File: src/pfwl_pkg.sv
// Shared constants and types for the pin function, wake pin and write lock block
package pfwl_pkg;
  localparam int ADDR_W = 12;
  localparam logic [11:0] OFF_FUNC_SEL = 12'h03C;
  localparam logic [11:0] OFF_WAKE_CTL = 12'h054;
  localparam logic [11:0] OFF_LOCK_KEY = 12'h100;
  localparam logic [31:0] RST_FUNC_SEL = 32'h0000_0000;
  localparam logic [31:0] RST_WAKE_CTL = 32'h0000_0006;
  localparam logic [31:0] RST_LOCK_KEY = 32'h0000_0000;
  localparam int FUNC_W = 16;
  localparam int PIN_N = 8;
  localparam int CODE_W = 2;
  localparam logic [1:0] CODE_GPIO = 2'h0;
  localparam logic [1:0] CODE_ALT1 = 2'h1;
  localparam logic [1:0] CODE_ALT2 = 2'h2;
  localparam logic [1:0] CODE_ALT3 = 2'h3;
  localparam int PIN_NO_ALT3 = 7;
  localparam int WK_LEVEL_BIT = 0;
  localparam int WK_PU_BIT = 1;
  localparam int WK_OE_BIT = 2;
  localparam int WK_DRIVE_BIT = 3;
  localparam int LOCK_STAT_BIT = 0;
  localparam logic [7:0] KEY_BYTE1 = 8'h59;
  localparam logic [7:0] KEY_BYTE2 = 8'h16;
  localparam logic [7:0] KEY_BYTE3 = 8'h88;
  localparam logic [1:0] HTRANS_NONSEQ = 2'h2;
  localparam logic HRESP_OKAY = 1'b0;

  typedef enum logic [1:0] {
    KEY_IDLE,
    KEY_GOT1,
    KEY_GOT2
  } pfwl_key_t;

  typedef struct packed {
    logic dp_wr;
    logic [11:0] dp_addr;
    logic [31:0] rdata;
    logic [15:0] func_sel;
    logic drive_lvl;
    logic out_dis;
    logic pu_dis;
    logic pu_latched;
    logic pin_s1;
    logic pin_s2;
    logic pd_s1;
    logic pd_s2;
    logic pd_level;
    logic wake_req;
    logic unlocked;
    pfwl_key_t key_st;
  } pfwl_state_t;
endpackage

File: src/pfwl_top.sv
// Pin function select, wake pin control and protected write lock, AHB-Lite slave
//
// Local design decision: the AHB-Lite slave port.
`timescale 1ns/10ps
`default_nettype none
module pfwl_top (
  input wire logic CLOCK_IN,
  input wire logic RSTN_IN,
  input wire logic HSEL_IN,
  input wire logic [31:0] HADDR_IN,
  input wire logic [1:0] HTRANS_IN,
  input wire logic HWRITE_IN,
  input wire logic [2:0] HSIZE_IN,
  input wire logic [31:0] HWDATA_IN,
  input wire logic HREADY_IN,
  output logic [31:0] HRDATA_OUT,
  output logic HREADYOUT_OUT,
  output logic HRESP_OUT,
  output logic [7:0] PIN_GPIO_OUT,
  output logic [7:0] PIN_ALT1_OUT,
  output logic [7:0] PIN_ALT2_OUT,
  output logic [7:0] PIN_ALT3_OUT,
  input wire logic WAKE_PIN_IN,
  output logic WAKE_PIN_OUT,
  output logic WAKE_PIN_OE_N_OUT,
  output logic WAKE_PULLUP_EN_N_OUT,
  input wire logic DEEP_PD_IN,
  output logic WAKE_REQUEST_OUT,
  output logic PROT_WRITE_EN_OUT
);

  ////////////////////////////////////////////////////////////////////////////
  // Reset release
  logic rst_s1_ff;
  logic rst_s2_ff;
  logic rst_n;

  always_ff @(posedge CLOCK_IN or negedge RSTN_IN) begin
    if (!RSTN_IN) begin
      rst_s1_ff <= 1'b0;
      rst_s2_ff <= 1'b0;
    end else begin
      rst_s1_ff <= 1'b1;
      rst_s2_ff <= rst_s1_ff;
    end
  end
  assign rst_n = rst_s2_ff;

  ////////////////////////////////////////////////////////////////////////////
  // State
  pfwl_pkg::pfwl_state_t s_ff;
  pfwl_pkg::pfwl_state_t nxt_s;
  logic acc;
  logic key_wr;

  assign acc = HSEL_IN && HREADY_IN && (HTRANS_IN == pfwl_pkg::HTRANS_NONSEQ);
  assign key_wr = s_ff.dp_wr && (s_ff.dp_addr == pfwl_pkg::OFF_LOCK_KEY);

  always_comb begin
    nxt_s = s_ff;
    nxt_s.wake_req = 1'b0;
    // Pin and power-down level synchronisers
    nxt_s.pin_s1 = WAKE_PIN_IN;
    nxt_s.pin_s2 = s_ff.pin_s1;
    nxt_s.pd_s1 = DEEP_PD_IN;
    nxt_s.pd_s2 = s_ff.pd_s1;
    nxt_s.dp_wr = acc && HWRITE_IN;
    nxt_s.dp_addr = HADDR_IN[pfwl_pkg::ADDR_W-1:0];
    // Data phase write; no wait states
    if (s_ff.dp_wr) begin
      case (s_ff.dp_addr)
        pfwl_pkg::OFF_FUNC_SEL: begin
          nxt_s.func_sel = HWDATA_IN[pfwl_pkg::FUNC_W-1:0];
        end
        pfwl_pkg::OFF_WAKE_CTL: begin
          nxt_s.drive_lvl = HWDATA_IN[pfwl_pkg::WK_DRIVE_BIT];
          nxt_s.out_dis = HWDATA_IN[pfwl_pkg::WK_OE_BIT];
          nxt_s.pu_dis = HWDATA_IN[pfwl_pkg::WK_PU_BIT];
        end
        default: begin
        end
      endcase
      // Any other write breaks a half-done key sequence
      if (!key_wr) begin
        nxt_s.key_st = pfwl_pkg::KEY_IDLE;
      end
    end
    if (key_wr) begin
      if (s_ff.unlocked) begin
        nxt_s.unlocked = 1'b0;
        nxt_s.key_st = pfwl_pkg::KEY_IDLE;
      end else begin
        case (s_ff.key_st)
          pfwl_pkg::KEY_IDLE: begin
            if (HWDATA_IN[7:0] == pfwl_pkg::KEY_BYTE1) begin
              nxt_s.key_st = pfwl_pkg::KEY_GOT1;
            end
          end
          pfwl_pkg::KEY_GOT1: begin
            if (HWDATA_IN[7:0] == pfwl_pkg::KEY_BYTE2) begin
              nxt_s.key_st = pfwl_pkg::KEY_GOT2;
            end else begin
              nxt_s.key_st = pfwl_pkg::KEY_IDLE;
            end
          end
          pfwl_pkg::KEY_GOT2: begin
            nxt_s.key_st = pfwl_pkg::KEY_IDLE;
            if (HWDATA_IN[7:0] == pfwl_pkg::KEY_BYTE3) begin
              nxt_s.unlocked = 1'b1;
            end
          end
          default: begin
            nxt_s.key_st = pfwl_pkg::KEY_IDLE;
          end
        endcase
      end
    end
    // Pull-up setting frozen while powered down so the wake pin keeps its bias
    if (!s_ff.pd_s2) begin
      nxt_s.pu_latched = nxt_s.pu_dis;
      nxt_s.pd_level = s_ff.pin_s2;
    end else if (s_ff.pin_s2 != s_ff.pd_level) begin
      nxt_s.wake_req = 1'b1;
      nxt_s.pd_level = s_ff.pin_s2;
    end
    // Read data from the updated copy so a read right after a write sees it
    nxt_s.rdata = '0;
    if (acc && !HWRITE_IN) begin
      case (HADDR_IN[pfwl_pkg::ADDR_W-1:0])
        pfwl_pkg::OFF_FUNC_SEL: begin
          nxt_s.rdata[pfwl_pkg::FUNC_W-1:0] = nxt_s.func_sel;
        end
        pfwl_pkg::OFF_WAKE_CTL: begin
          nxt_s.rdata[pfwl_pkg::WK_DRIVE_BIT] = nxt_s.drive_lvl;
          nxt_s.rdata[pfwl_pkg::WK_OE_BIT] = nxt_s.out_dis;
          nxt_s.rdata[pfwl_pkg::WK_PU_BIT] = nxt_s.pu_dis;
          nxt_s.rdata[pfwl_pkg::WK_LEVEL_BIT] = s_ff.pin_s2;
        end
        pfwl_pkg::OFF_LOCK_KEY: begin
          nxt_s.rdata[pfwl_pkg::LOCK_STAT_BIT] = nxt_s.unlocked;
        end
        default: begin
        end
      endcase
    end
  end

  always_ff @(posedge CLOCK_IN or negedge rst_n) begin
    if (!rst_n) begin
      s_ff.dp_wr <= 1'b0;
      s_ff.dp_addr <= '0;
      s_ff.rdata <= '0;
      s_ff.func_sel <= pfwl_pkg::RST_FUNC_SEL[pfwl_pkg::FUNC_W-1:0];
      s_ff.drive_lvl <= pfwl_pkg::RST_WAKE_CTL[pfwl_pkg::WK_DRIVE_BIT];
      s_ff.out_dis <= pfwl_pkg::RST_WAKE_CTL[pfwl_pkg::WK_OE_BIT];
      s_ff.pu_dis <= pfwl_pkg::RST_WAKE_CTL[pfwl_pkg::WK_PU_BIT];
      s_ff.pu_latched <= pfwl_pkg::RST_WAKE_CTL[pfwl_pkg::WK_PU_BIT];
      s_ff.pin_s1 <= 1'b0;
      s_ff.pin_s2 <= 1'b0;
      s_ff.pd_s1 <= 1'b0;
      s_ff.pd_s2 <= 1'b0;
      s_ff.pd_level <= 1'b0;
      s_ff.wake_req <= 1'b0;
      s_ff.unlocked <= pfwl_pkg::RST_LOCK_KEY[pfwl_pkg::LOCK_STAT_BIT];
      s_ff.key_st <= pfwl_pkg::KEY_IDLE;
    end else begin
      s_ff <= nxt_s;
    end
  end

  ////////////////////////////////////////////////////////////////////////////
  // Outputs
  assign HRDATA_OUT = s_ff.rdata;
  assign HREADYOUT_OUT = 1'b1;
  assign HRESP_OUT = pfwl_pkg::HRESP_OKAY;
  assign WAKE_PIN_OUT = s_ff.drive_lvl;
  assign WAKE_PIN_OE_N_OUT = s_ff.out_dis;
  assign WAKE_PULLUP_EN_N_OUT = s_ff.pu_latched;
  assign WAKE_REQUEST_OUT = s_ff.wake_req;
  // Protected registers outside take writes only through this enable
  assign PROT_WRITE_EN_OUT = s_ff.unlocked;

  // Codes per pin: GPIO / alt1 / alt2 / alt3; pin 7 has no third function
  for (genvar i = 0; i < pfwl_pkg::PIN_N; i++) begin : g_pin
    logic [1:0] code;
    assign code = s_ff.func_sel[i*pfwl_pkg::CODE_W +: pfwl_pkg::CODE_W];
    assign PIN_GPIO_OUT[i] = (code == pfwl_pkg::CODE_GPIO);
    assign PIN_ALT1_OUT[i] = (code == pfwl_pkg::CODE_ALT1);
    assign PIN_ALT2_OUT[i] = (code == pfwl_pkg::CODE_ALT2);
    if (i == pfwl_pkg::PIN_NO_ALT3) begin : g_none
      assign PIN_ALT3_OUT[i] = 1'b0;
    end else begin : g_alt3
      assign PIN_ALT3_OUT[i] = (code == pfwl_pkg::CODE_ALT3);
    end

  end
endmodule
`default_nettype wire

File: config.mk
export PLATFORM = sky130hd
export DESIGN_NAME = pfwl_top
export DESIGN_NICKNAME = d
export VERILOG_FILES = /design/src/pfwl_pkg.sv /design/src/pfwl_top.sv
export SDC_FILE = /design/constraint.sdc
export NUM_CORES = 1
export LEC_CHECK = 0
export ABC_AREA = 0
export BUFFER_PORTS_ARGS = -buffer_cell sky130_fd_sc_hd__clkbuf_2
export CORE_MARGIN = 4
export CORE_UTILIZATION = 35
export CTS_BUF_LIST = sky130_fd_sc_hd__clkbuf_4
export CTS_CLUSTER_DIAMETER = 120
export CTS_CLUSTER_SIZE = 8
export DETAILED_ROUTE_END_ITERATION = 10
export MAX_ROUTING_LAYER = met4
export PLACE_DENSITY = 0.65
export SYNTH_ARGS = -nofsm -noshare
export SYNTH_HDL_FRONTEND = slang
export SYNTH_SLANG_ARGS = --single-unit
File: constraint.sdc
create_clock -name CLOCK_IN -period 2.9 [get_ports CLOCK_IN]
set_input_delay 0.58 -clock CLOCK_IN [delete_from_list [all_inputs] [get_ports CLOCK_IN]]
set_output_delay 0.58 -clock CLOCK_IN [all_outputs]
set_load 0.01 [all_outputs]
# After elaboration in Yosys (flattened, before gate mapping)
# Cells that the tools add are included.
# totals
regBits	60
word_cells	89
output_inout_bits	71
input_bits	76
# op_classes
n_reduce_logical	15
n_eq_ne	37
n_mux	19
# op_table
cell	count
$eq A2 B2 Y1 const B	17
$mux W16	2
$eq A12 B6 Y1 const B	2
$eq A12 B7 Y1 const B	2
$eq A12 B9 Y1 const B	2
$mux W19	1
$eq A2 B1 Y1 const B	9
$logic_not A2 Y1	9
$mux W12	1
$mux W2	5
$mux W3	3
$eq A8 B5 Y1 const B	1
$eq A8 B7 Y1 const B	1
$eq A8 B8 Y1 const B	1
$pmux W3 S2	1
$logic_and A1 B1 Y1	5
$mux W1	4
$pmux W2 S2	1
$pmux W1 S3	1
$ne A2 B1 Y1 const B	1
$logic_not A1 Y1	1
$ne A1 B1 Y1	1

# Depth between registers and ports, before layout
# depth
ltp_word	10
ltp_mapped	5
depth_no_buf	5

# Worst setup path after synthesis
# OpenSTA, ideal clock, no wires.
# synth_path
kind	in2reg
startpoint	input port HADDR_IN[1]
endpoint	register s_ff, in the netlist HRDATA_OUT[1]
setup_slack_ns	1.077
n_path_buf	1
arrival_ns	1.740
setup_ns	0.083
stages	5
t_required_ns	2.817
path_cell_list	or4_4 nor3_4 nand4_4 buf_6 o22ai_1
# synth_rtl
element	line	source
start, declared	pfwl_top.sv:10	input wire logic [31:0] HADDR_IN,
end signal, assigned	pfwl_top.sv:167	s_ff <= nxt_s;
end, declared	pfwl_top.sv:51	pfwl_pkg::pfwl_state_t s_ff;

==> results.cfg <==
[cts]
ctsRootBufferMaster = clkbuf_4
cts_setup_buffers = 0
cts_tree = built
clk_latency_ps = 380
cts_buffer_depth = 2
path_clk_slew_ps = 100
cts_made_buffers = 9
clkSinkCount = 60
h-tree-depth = 3

[place]
place.gp.congestion = 0.719
hpwlAfterDp_um = 3970
detailedPlace.worstSlack_ps = 709
dpl_cell_area_um2 = 3080
io_buffers = 88
dpl.cell_count = 391

[floorplanning]
rows = 31
io_pins = 147
design.die.area_um2 = 9240
start_util_pct = 36.7
die_w_um = 96.1
die_y_um = 96.1
coreArea_um2 = 7410

[power]
swShare_pct = 26.3
peakVddDrop_mv = 0.243
p_switching_uw = 407
pwr_density_cell_nw_per_um2 = 483
p_int_mw = 1.14
p_comb_share_pct = 10.0
p_leak_nw = 1.67
pwr-share-seq_pct = 59.0
total_power_mw = 1.55
power_frac_clock_pct = 31.0

[min_path]
worstHoldPathCells = 1
hp-start = DEEP_PD_IN
hold_class = primary input to flip-flop
hold_end = nxt_s[5]

[cells_and_area]
multi_input_area_um2 = 946
drive_above_1_share_pct = 42.7
fin_area_um2 = 3200
n_antenna_cell = 0
area_growth_pct = 17.8
num-nets-final = 381
utilization_pct = 43.2
finalNonFillerCells = 408
regArea_um2 = 1510
fillCellCount = 744

[critical_path]
reg2reg_slack_ps = 1040
rr_endpoint = HRDATA_OUT[12]
reg2reg_from = s_ff[62]
crit_fanout = 16
worstSetupEndpointType = flip-flop
worstPathArrival_ps = 2130
cp.required_ps = 3160
crit_type = flip-flop to flip-flop
startpoint_type = flip-flop
r2r_cells = 4

[yosys]
yosys-top-cells-count = dfrtp_1 (57), buf_4 (35), nor2b_1 (30)
synth_top_area_cell = dfrtp_1
async_flop_share_pct = 100
ys_types = 33
synth_ff_type = dfrtp_1
synthXorXnorAreaFrac_pct = 0
synth_top_family_by_area = simple AND/OR/NAND/NOR gates
synth_compound_area_share_pct = 1.89
synth_fa_ha_area_share_pct = 0.460
yosysMostFrequentCell = dfrtp_1
syn_area_um2 = 2720
synth.avg_cell_area_um2 = 12.3
yosys.area_share.simple_pct = 20.1
seq_area_frac_synth_pct = 55.4
synth_top_area_share_pct = 52.5
netlist_instances = 221
synth_edf_count = 0
synth-seq-cells = 60
yosysWarningCount = 0
synthTopCellsByArea = dfrtp_1 (52%), buf_4 (9.7%), nor2b_1 (6.9%), mux2_2 (3.3%), mux2_4 (3.3%)
synthMuxAreaShare_pct = 9.58

[timing]
finalSetupViolCount = 0
maxSlewViolCount = 0
setup_ws_ps = 1040
maxSlewHeadroom_pct = 28.5
tns_ps = 0
whs_ps = 298
fin_crit_sh_pct = 64.3
rsz0062_at_grt = no
clock.fmax_mhz = 536
hold_viol_final = 0
period_needed_ps = 1860
finClkSkew_ps = 8.37
worstMarginPinSlew_ps = 1070

[routing]
antenna_left = 0
first_pass_iters = 4
wl_um = 5160
vias_per_cell = 4.34
drc_errors = 0
routed-via-count = 1770
initialDrtViolationCount = 40
wl_per_cell_um = 12.6

[global_routing]
grt_first_pass_wirelength_um = 7960
overflow = 0
grt_pass1_vias = 1701
antenna_found_initial = 0
grt_max_degree = 53
gr-usage-all-layers_pct = 12.0

[job]
drv_cap = 0

[run_status]
status = completed
[cell type report]
| type | count | area share (%) |
|---|---|---|
| Tap cell | 99 | 3.87 |
| Sequential cell | 60 | 47.0 |
| Inverter | 13 | 1.52 |
| Clock buffer | 11 | 2.58 |
| Clock inverter | 5 | 0.899 |
| Timing Repair Buffer | 91 | 14.5 |
| Multi-Input combinational cell | 129 | 29.5 |
[power by group through the flow]
stage | logic, mW | registers, mW | clock network [mW]
after CTS | 0.158 | 0.914 | 0.508
after global routing | 0.174 | 0.922 | 0.552
after global placement | 0.153 | 0.929 | 0
after detailed placement | 0.156 | 0.931 | 0
final | 0.155 | 0.912 | 0.479
after floorplan | 0.102 | 0.925 | 0
[registers in the layout, indices dropped and copies added, names as in the netlist]
signal and count:
s_ff 19, WAKE_PULLUP_EN_N_OUT 1, rst_s1_ff 1, PROT_WRITE_EN_OUT 1, g_pin.code 16, nxt_s 2
WAKE_REQUEST_OUT 1, rst_n 1, HRDATA_OUT 16, WAKE_PIN_OE_N_OUT 1, WAKE_PIN_OUT 1
[logic make-up after synthesis]
| logic type | Yosys count |
|---|---|
| AOI/OAI and AO/OA | 7 |
| adders and majority gates | 1 |
| buffers and inverters | 50 |
| DFF | 60 |
| muxes | 22 |
| other | 2 |
| and+or+nand+nor | 79 |
[worst max-delay path: stages (launching register included)]
cell,delay (ps)
dfrtp_1,420
nor4_4,350
nand4_4,410
mux2_4,430
nor2b_1,130
[worst max-delay path by stage]
stage / from / endpoint / slack, ps / depth (start not counted)
6_report: s_ff[62] / HRDATA_OUT[12] / 1040 / 4
5_1_grt: s_ff[62] / HRDATA_OUT[0] / 900 / 4
4_1_cts: s_ff[62] / HRDATA_OUT[14] / 990 / 4
3_5_place_dp: HADDR_IN[9] / HRDATA_OUT[3] / 710 / 5
3_3_place_gp: HADDR_IN[9] / HRDATA_OUT[3] / 770 / 5
2_1_floorplan: HADDR_IN[1] / HRDATA_OUT[1] / 1080 / 5
[timing repair]
| item | in CTS | in global routing |
|---|---|---|
| hold buffers | 1 | 0 |
| gates resized for setup | 0 | 0 |
| hold endpoints to repair | 2 | 0 |
[per-layer routing]
metal  GRT usage [%]  vias to the layer above  share of wire, %
met5               -                        -                 0
met4            6.04                        0               1.6
met3            3.13                        8               7.3
met2            19.2                       69                50
met1            14.0                      840                41
li1                -                      853                 -
[cell usage in the layout (no fill, tap or decap), types with 2 or more instances in the layout]
cell type,instances
nand4_4,2
nor2_1,12
nand3_1,3
nor4b_1,4
dfrtp_1,56
clkbuf_2,88
and2_1,7
mux2_2,8
nor3_2,2
mux2_4,6
clkbuf_4,11
dfstp_2,3
nand2_1,2
inv_1,13
nor3b_1,3
o22ai_1,5
mux2i_1,8
nor2b_1,30
clkinv_2,2
buf_4,2
nand4_1,4
conb_1,20
clkinvlp_4,2
Note: power is estimated with default switching activity, not from simulation.
